===== config.mk =====
export PLATFORM = sky130hd
export DESIGN_NAME = pxc_ext_ctrl
export DESIGN_NICKNAME = d
export VERILOG_FILES = /design/src/rtl/pxc_pkg.sv /design/src/rtl/pxc_ext_ctrl.sv
export SDC_FILE = /design/constraint.sdc
export NUM_CORES = 1
export LEC_CHECK = 0
export BUFFER_PORTS_ARGS = -buffer_cell sky130_fd_sc_hd__buf_2
export CELL_PAD_IN_SITES_DETAIL_PLACEMENT = 1
export CELL_PAD_IN_SITES_GLOBAL_PLACEMENT = 1
export CORE_AREA = 3 3 71 73
export DETAILED_ROUTE_END_ITERATION = 16
export DIE_AREA = 0 0 74 76
export PLACE_DENSITY_LB_ADDON = 0.1
export SLEW_MARGIN = 10
export SYNTH_ARGS = -nofsm -noshare
export SYNTH_HDL_FRONTEND = slang
export SYNTH_SLANG_ARGS = --single-unit
export TNS_END_PERCENT = 30

===== constraint.sdc =====
create_clock -name clk_sys -period 3.6 [get_ports clk_sys]
set_clock_uncertainty 0.15 [all_clocks]
set_input_delay 0.18 -clock clk_sys [delete_from_list [all_inputs] [get_ports clk_sys]]
set_output_delay 0.18 -clock clk_sys [all_outputs]
set_load 0.1 [all_outputs]

===== src/rtl/pxc_pkg.sv =====
// Constants for the extended control register two block.
// Assumes a management frame engine outside that decodes register address and data.
package pxc_pkg;
	localparam logic [4:0]  EXT_CTRL_TWO_ADDR = 5'h13;
	localparam int          BIT_REPEATER      = 15;
	localparam int          BIT_SW_MODE       = 14;
	localparam int          BIT_REMOTE_FAULT  = 13;
	localparam int          BIT_HIZ           = 7;
	localparam int          BIT_AUTO_PD       = 0;
	localparam logic [15:0] RW_MASK           = 16'h1BFF;
	localparam logic [15:0] RW_RESET          = 16'h0001;
endpackage : pxc_pkg


===== src/rtl/pxc_ext_ctrl.sv =====
// Extended control register two with its mode and power-down effects.
// Assumes management frames are decoded outside into one-cycle strobes on clk_sys.
`timescale 1ns/10ps
`default_nettype none
module pxc_ext_ctrl (
	input  wire logic        clk_sys,
	input  wire logic        reset_n,
	input  wire logic        clk_en,
	input  wire logic        mgmt_wr,
	input  wire logic        mgmt_rd,
	input  wire logic [4:0]  mgmt_reg_addr,
	input  wire logic [15:0] mgmt_wdata,
	output logic      [15:0] mgmt_rdata,
	input  wire logic        node_repeater_strap,
	input  wire logic        sw_mode_strap,
	input  wire logic        partner_remote_fault,
	input  wire logic        isolate,
	input  wire logic        link_is_10base_t,
	input  wire logic        tx_activity,
	input  wire logic        rx_activity,
	input  wire logic        pin_cfg_speed_100,
	input  wire logic        reg_cfg_speed_100,
	output logic             cfg_speed_100,
	output logic             sqe_test_enable,
	output logic             carrier_sense,
	output logic             pair_tx_positive_oe,
	output logic             pair_tx_negative_oe,
	output logic             tx100_power_down
);
	logic [15:0] rw_q;
	logic        repeater_q;
	logic        sw_mode_q;
	logic [1:0]  rep_sync_q;
	logic [1:0]  sw_sync_q;
	logic [1:0]  rf_sync_q;
	logic        strap_taken_q;
	logic        hit;

	assign hit = mgmt_reg_addr == pxc_pkg::EXT_CTRL_TWO_ADDR;

	// Straps and partner fault come from outside the clock domain
	always_ff @(posedge clk_sys) begin
		if (!reset_n) begin
			rep_sync_q <= 2'h0;
			sw_sync_q  <= 2'h0;
			rf_sync_q  <= 2'h0;
		end else if (clk_en) begin
			rep_sync_q <= {rep_sync_q[0], node_repeater_strap};
			sw_sync_q  <= {sw_sync_q[0], sw_mode_strap};
			rf_sync_q  <= {rf_sync_q[0], partner_remote_fault};
		end
	end

	// Straps caught once after release, once the synchronisers have filled
	logic [1:0] strap_wait_q;
	always_ff @(posedge clk_sys) begin
		if (!reset_n) begin
			strap_wait_q  <= 2'h0;
			strap_taken_q <= 1'b0;
			repeater_q    <= 1'b0;
			sw_mode_q     <= 1'b1;
		end else if (clk_en) begin
			if (strap_wait_q != 2'h2)
				strap_wait_q <= strap_wait_q + 2'h1;
			else if (!strap_taken_q) begin
				strap_taken_q <= 1'b1;
				repeater_q    <= rep_sync_q[1];
				sw_mode_q     <= sw_sync_q[1];
			end
		end
	end

	// Reserved writable bits keep what is written; bit 10 stays 0
	always_ff @(posedge clk_sys) begin
		if (!reset_n)
			rw_q <= pxc_pkg::RW_RESET;
		else if (clk_en && mgmt_wr && hit)
			rw_q <= mgmt_wdata & pxc_pkg::RW_MASK;
	end

	always_ff @(posedge clk_sys) begin
		if (!reset_n)
			mgmt_rdata <= 16'h0000;
		else if (clk_en && mgmt_rd && hit) begin
			mgmt_rdata <= rw_q;
			mgmt_rdata[pxc_pkg::BIT_REPEATER]     <= repeater_q;
			mgmt_rdata[pxc_pkg::BIT_SW_MODE]      <= sw_mode_q;
			mgmt_rdata[pxc_pkg::BIT_REMOTE_FAULT] <= rf_sync_q[1];
		end
	end

	always_ff @(posedge clk_sys) begin
		if (!reset_n) begin
			cfg_speed_100       <= 1'b0;
			sqe_test_enable     <= 1'b0;
			carrier_sense       <= 1'b0;
			pair_tx_positive_oe <= 1'b1;
			pair_tx_negative_oe <= 1'b1;
			tx100_power_down    <= 1'b0;
		end else if (clk_en) begin
			cfg_speed_100 <= sw_mode_q ? reg_cfg_speed_100 : pin_cfg_speed_100;
			sqe_test_enable <= !repeater_q;
			// Repeater carrier follows receive only
			carrier_sense <= repeater_q ? rx_activity
				: (tx_activity || rx_activity);
			pair_tx_positive_oe <= !rw_q[pxc_pkg::BIT_HIZ];
			pair_tx_negative_oe <= !rw_q[pxc_pkg::BIT_HIZ];
			tx100_power_down <= isolate
				|| (rw_q[pxc_pkg::BIT_AUTO_PD] && link_is_10base_t);
		end
	end

	// Drivers follow the stored bit one enabled edge later
	a_hiz_follows_bit: assert property (@(posedge clk_sys) disable iff (!reset_n)
		clk_en && rw_q[pxc_pkg::BIT_HIZ] |=> !clk_en || (!pair_tx_positive_oe
			&& !pair_tx_negative_oe))
		else $error("transmit driver enabled while high impedance set");
	a_powerdown_auto: assert property (@(posedge clk_sys) disable iff (!reset_n)
		clk_en && rw_q[0] && link_is_10base_t |=> !clk_en || tx100_power_down)
		else $error("no automatic power down in 10Base-T");
	a_powerdown_isolate: assert property (@(posedge clk_sys) disable iff (!reset_n)
		clk_en && isolate |=> !clk_en || tx100_power_down)
		else $error("isolate did not power down");
	a_no_powerdown: assert property (@(posedge clk_sys) disable iff (!reset_n)
		clk_en && !rw_q[0] && !isolate |=> !clk_en || !tx100_power_down)
		else $error("power down without cause");
	a_reserved_ro: assert property (@(posedge clk_sys) disable iff (!reset_n)
		!rw_q[10] && !rw_q[15] && !rw_q[14] && !rw_q[13])
		else $error("read-only bit stored");
	a_node_crs: assert property (@(posedge clk_sys) disable iff (!reset_n)
		clk_en && !repeater_q && tx_activity |=> !clk_en || carrier_sense)
		else $error("carrier missing on transmit in node mode");
	a_node_sqe: assert property (@(posedge clk_sys) disable iff (!reset_n)
		clk_en && !repeater_q |=> !clk_en || sqe_test_enable)
		else $error("SQE test off in node mode");
	a_sw_cfg: assert property (@(posedge clk_sys) disable iff (!reset_n)
		clk_en && sw_mode_q |=> !clk_en || cfg_speed_100 == $past(reg_cfg_speed_100))
		else $error("software mode ignored register config");
	a_fault_read: assert property (@(posedge clk_sys) disable iff (!reset_n)
		clk_en && mgmt_rd && hit |=> mgmt_rdata[13] == $past(rf_sync_q[1]))
		else $error("remote fault not mirrored");
	a_write_store: assert property (@(posedge clk_sys) disable iff (!reset_n)
		clk_en && mgmt_wr && hit |=> rw_q == ($past(mgmt_wdata) & pxc_pkg::RW_MASK))
		else $error("write not stored");
	a_strap_hold: assert property (@(posedge clk_sys) disable iff (!reset_n)
		strap_taken_q && $past(strap_taken_q) |-> $stable(repeater_q) && $stable(sw_mode_q))
		else $error("strap value changed after capture");
endmodule : pxc_ext_ctrl
`default_nettype wire


# --- Word level (Yosys, flattened, before mapping) ---
# Cells that the tools add are included.
# W data, S select, Z words.
classes:
  n_addsub: 1
  n_eq_ne: 2
  muxes: 2
  n_bitwise: 2
  reduce_logical: 12
op_table:
  columns: ["op", "count"]
  rows:
  - ["$eq A5 B5 Y1 const B", 1]
  - ["$logic_and A1 B1 Y1", 5]
  - ["$reduce_and A2 Y1", 2]
  - ["$reduce_and A3 Y1", 1]
  - ["$add A2 B1 Y2 const B", 1]
  - ["$logic_not A1 Y1", 2]
  - ["$logic_or A1 B1 Y1", 2]
  - ["$mux W1", 2]
  - ["$ne A2 B2 Y1 const B", 1]
  - ["$not A1 Y1", 2]
totals:
  reg_bits: 43
  input_bits: 35
  out_inout_bits: 22

# --- Longest topological paths before layout ---
logic_depth:
  word_depth: 3
  depth_mapped: 5
  ltp_nobuf: 5

# --- Worst setup path before layout ---
# No wires, ideal clock.
synth_timing:
  kind: "reg-to-output"
  startpoint: "register, netlist name pair_tx_negative_oe"
  endpoint: "output port pair_tx_positive_oe"
  arrival_ns: 1.369
  required_ns: 3.270
  slack_ns: 1.901
  path_stages_with_launch: 2
  n_path_buf: 1
  path_cell_list: "dfxtp_1 -> buf_4"
synth_rtl:
  columns: ["element", "line", "rtl"]
  rows:
  - ["end: declaration", "pxc_ext_ctrl.sv:26", "output logic pair_tx_positive_oe,"]

# --- Final worst setup path ---
layout_timing:
  startpoint: "input port clk_en"
  endpoint: "register mgmt_rdata[15]"
layout_via:
  elab_chain_cells: 2
layout_rtl:
  columns: ["element", "line", "rtl"]
  rows:
  - ["start: declaration", "pxc_ext_ctrl.sv:8", "input wire logic clk_en,"]
  - ["$logic_and A1 B1 Y1 (2 in a row)", "pxc_ext_ctrl.sv:84", "else if (clk_en && mgmt_rd && hit) begin"]
  - ["end signal: assignment", "pxc_ext_ctrl.sv:85", "mgmt_rdata <= rw_q;"]
  - ["end signal: indexed assignment", "pxc_ext_ctrl.sv:86", "mgmt_rdata[pxc_pkg::BIT_REPEATER] <= repeater_q;"]
  - ["end signal: indexed assignment", "pxc_ext_ctrl.sv:87", "mgmt_rdata[pxc_pkg::BIT_SW_MODE] <= sw_mode_q;"]
  - ["end: declaration", "pxc_ext_ctrl.sv:13", "output logic [15:0] mgmt_rdata,"]
# No other way between the ends.
# A chain may end at the register's enable or synchronous reset.

==> run summary <==
The tools report the worst slew margin relative to its limit as 0.313. The adder-cell share of the synthesized area was 0.00732. In this run the worst path has a maximum fanout of 19. The path class of the lowest-slack min-delay path is primary input to register. The port buffer count works out to 51. The final layout contains 267 nets. Among cell families on the critical path, the largest total delay comes from simple AND/OR/NAND/NOR gates. Global router's overall resource usage: 0.139.

During I/O placement, the number of pins put on the boundary was 57. In this run, the number of DRC markers left after iteration 0 of detailed routing was 35. The logs give 284 for the count of placed standard cells in the final layout, fillers left out and 0.546 GHz for the maximum achievable frequency. The clock net in this run drives a total of 43 sinks. The initial core utilization came out at 0.387. The mean cell area of the mapped netlist came out at 9.94 um^2. The tools report the nature of the critical path startpoint as a primary input. The number of cells on the worst reg-to-reg path works out to 5. The cell count of the worst hold path works out to 3. Number of global-route vias before repair: 1419. The number of antenna diodes in the final layout is 0. The clock network fraction of total power is 0.333. The slowest stage of the critical path belongs to the cell sky130_fd_sc_hd__nor3_4.

The CTS H-tree depth is 2, and the reg-to-reg setup timing slack is 2.28 ns. The worst ir drop on vdd was 0.000181 V. The library cell used most frequently in the layout, excluding fill and tap cells, is sky130_fd_sc_hd__buf_2.

The tools report the leakage power summed over all cells as 0.952 nW. The layout cell share with drive strength beyond 1 is 0.267. The endpoint identified for the worst register-to-register timing path is sw_mode_q.

The arrival time at the worst endpoint was 1.90 ns. The synthesized netlist occupies a cell area of 1710 um^2. The run gives 0.545 as the sequential share of power.

The logs give 0 for the number of buffers added for setup after CTS and 0.00195 ns for the minimum hold slack. The start point of the critical path was clk_en. The tools report the power share of the combinational group as 0.123. Setup repair after global routing left no endpoint under its margin.

Synthesis produced 172 cells. The fraction of the mapped netlist area in compound gates works out to 0.0432. The die covers 5620 um^2. The remaining global-route overflow came out at 0. The top cell types in the final layout, fill and taps aside, are sky130_fd_sc_hd__buf_2 (51), sky130_fd_sc_hd__nand2_1 (47), sky130_fd_sc_hd__dfxtp_1 (43). The xor and xnor area share after synthesis came out at 0.00512. The first global-routing pass estimated 6150 um of wire. Placed wire-length estimate: 2710 um.

STA puts the critical path data required time at 3.67 ns. The ratio of routed vias to standard cells is 4.75. After detailed placement, the total cell area comes to 1960 um^2. Entering global routing, the biggest net connects 59 pins.

The run gives 24 as the row count. The switching fraction of total power is 0.265, and the number of nets still failing antenna checks after routing is 0. Adding up every negative setup slack in the final design gives 0 ns. For this design the ratio of total power to cell area is 417 nW/um^2. The final count of hold timing violations is 0, and the share of cell area taken by muxes after synthesis is 0.211.

After floorplanning, the core was sized to cover 4410 um^2. The number of buffers and inverters on the critical path was 1; the clock period minus worst slack was 1.83 ns. The number of violations of the max-capacitance limit is 0, and the clock network latency to the later pin of the worst-skew pair is 0.30 ns. Once placement completed, the tool counted placed cells totaling 264. The final layout contains routed wiring with a total length of 3730 um. The critical path goes through buf_2 -> nand4b_4 -> nor3_4 -> mux2i_1. The run gives 0.503 as the portion of the post-synthesis area used by sequential elements. Launch point of the worst hold path: isolate. The switching power total came out at 240 uW.

The share of the cycle needed by the critical path after routing was 0.509; the initial antenna violation count was 0. The async set or reset register ratio after synthesis is 0. The run gives 0 as the detailed-route DRC error count. The Yosys step of the flow raised 0 warnings. Summing over every cut layer, the via total after detailed routing is 1349. The category of the critical setup timing path is primary input to register. The internal portion of the total power is 666 uW.

The average routed wire per standard cell was 13.1 um. The longest clock path from root to sink contains 2 buffers. In this run, synthesis inferred 0 flip-flops with an integrated enable. The total of flip-flops plus latches after synthesis is 43, and the clock-pin slew of the registers on the worst-case setup and hold paths is 0.09 ns. The worst register-to-register path begins at strap_wait_q[0]. The tree is rooted in a sky130_fd_sc_hd__clkbuf_8. Setup violations remaining at the end of the flow were counted as 0. For hold timing, the worst endpoint is tx100_power_down. By area, the combinational part of the netlist is dominated by multiplexers.

For the pin with the worst max-slew slack, the measured transition is 1.03 ns. From left edge to right edge, the die measures 74 um. For the post-route cell area, the log shows 2170 um^2. The die height is 76 um, and the total clock buffers created by CTS is 5.

The simple-gate portion of the synthesized area works out to 0.178. The dominant synthesized flop cell is sky130_fd_sc_hd__dfxtp_1. The post-synthesis to final-layout area growth came out at 27.0%. For this run, the slowest stage of the critical path takes 0.86 ns.

In this run, distinct cell masters in the synthesized netlist total 21. The flow ran to the end, and the final reports show no timing, DRC or antenna violations. TritonCTS built the clock tree. The run gives 0 as the max-slew violation count. Type of destination of the critical path: a register. For the final weighted congestion in routability-driven placement, the log shows 0.710. When the netlist entered floorplanning its net count stood at 208.

For this run, the detailed router's first-pass iteration total came to 4.
==> logic make-up after synthesis <==
kind of cell | Yosys count
AOI/OAI and AO/OA | 12
adders and majority gates | 1
buffers and inverters | 15
other | 1
and+or+nand+nor | 63
xor gates and xnor gates | 1
DFF | 43
muxes | 36
==> flip-flops by register name, indices dropped and copies added, names as in the netlist <==
name and count:
mgmt_rdata 15, rw_q 12, rep_sync_q 2, rf_sync_q 2, strap_wait_q 2, sw_sync_q 2
carrier_sense 1, cfg_speed_100 1, pair_tx_negative_oe 1, repeater_q 1, sqe_test_enable 1, strap_taken_q 1
sw_mode_q 1, tx100_power_down 1
==> worst max path at each step <==
stage | slack, ns | end | depth (start not counted)
2_1_floorplan | 1.90 | pair_tx_positive_oe | 1
5_1_grt | 1.63 | mgmt_rdata[15] | 4
6_report | 1.77 | mgmt_rdata[15] | 4
3_3_place_gp | 1.50 | mgmt_rdata[7] | 4
4_1_cts | 1.74 | mgmt_rdata[15] | 4
3_5_place_dp | 1.43 | mgmt_rdata[7] | 4
==> cell usage after synthesis, types with 2 or more instances <==
cell type                  count  area, um^2
sky130_fd_sc_hd__a21oi_1       5        25.0
sky130_fd_sc_hd__inv_1         3        11.3
sky130_fd_sc_hd__o211a_1       2        20.0
sky130_fd_sc_hd__buf_4         3        22.5
sky130_fd_sc_hd__clkbuf_1      7        26.3
sky130_fd_sc_hd__nor2b_1      10        62.6
sky130_fd_sc_hd__mux2i_1      36         360
sky130_fd_sc_hd__o21ai_0       4        20.0
sky130_fd_sc_hd__nand3b_1      2        15.0
sky130_fd_sc_hd__dfxtp_1      43         861
sky130_fd_sc_hd__nand2_1      47         176
==> through the flow <==
step | power (mW) | setup WS [ns] | util
2_1_floorplan | 0.580 | 1.90 | -
3_5_place_dp | 0.607 | 1.43 | 0.445
6_report | 0.905 | 1.77 | 0.492
5_1_grt | 0.951 | 1.63 | 0.492
4_1_cts | 0.920 | 1.74 | 0.492
3_3_place_gp | 0.603 | 1.50 | 0.445
==> final cells by class <==
| class | count | area, um^2 |
|---|---|---|
| Timing Repair Buffer | 64 | 383 |
| Multi-Input combinational cell | 114 | 763 |
| Clock buffer | 5 | 68.8 |
| Clock inverter | 3 | 20.0 |
| Sequential cell | 43 | 861 |
| Fill cell | 523 | 2240 |
| Tap cell | 52 | 65.1 |
| Inverter | 3 | 11.3 |
==> power by group through the flow <==
stage / clock network (mW) / registers [mW] / logic, mW
2_1_floorplan: 0 / 0.529 / 0.0505
3_3_place_gp: 0 / 0.504 / 0.0988
3_5_place_dp: 0 / 0.505 / 0.103
4_1_cts: 0.314 / 0.493 / 0.113
5_1_grt: 0.333 / 0.495 / 0.123
6_report: 0.301 / 0.493 / 0.111
==> worst register-to-register path, delay by kind of cell, from the launching register on <==
family                   cells  cell delay (ns)
multiplexers                 1             0.20
adder cells (fa/ha/maj)      1             0.23
AND/OR/NAND/NOR              2             0.22
buffers and inverters        1             0.06
flip-flops                   1             0.31
==> metal layers <==
metal / routed length, um / up-vias / track usage
met5: 0 / - / 0
met4: 59 / 0 / 0.0489
met3: 211 / 7 / 0.0422
met2: 1950 / 32 / 0.250
met1: 1510 / 630 / 0.149
li1: - / 680 / -
==> repair_timing <==
item / in CTS / in global routing
endpoints found under the hold margin: 12 / 0
hold buffers: 12 / 0
gates resized for setup: 0 / 0
No activity file was read; power rests on OpenSTA's default activity.
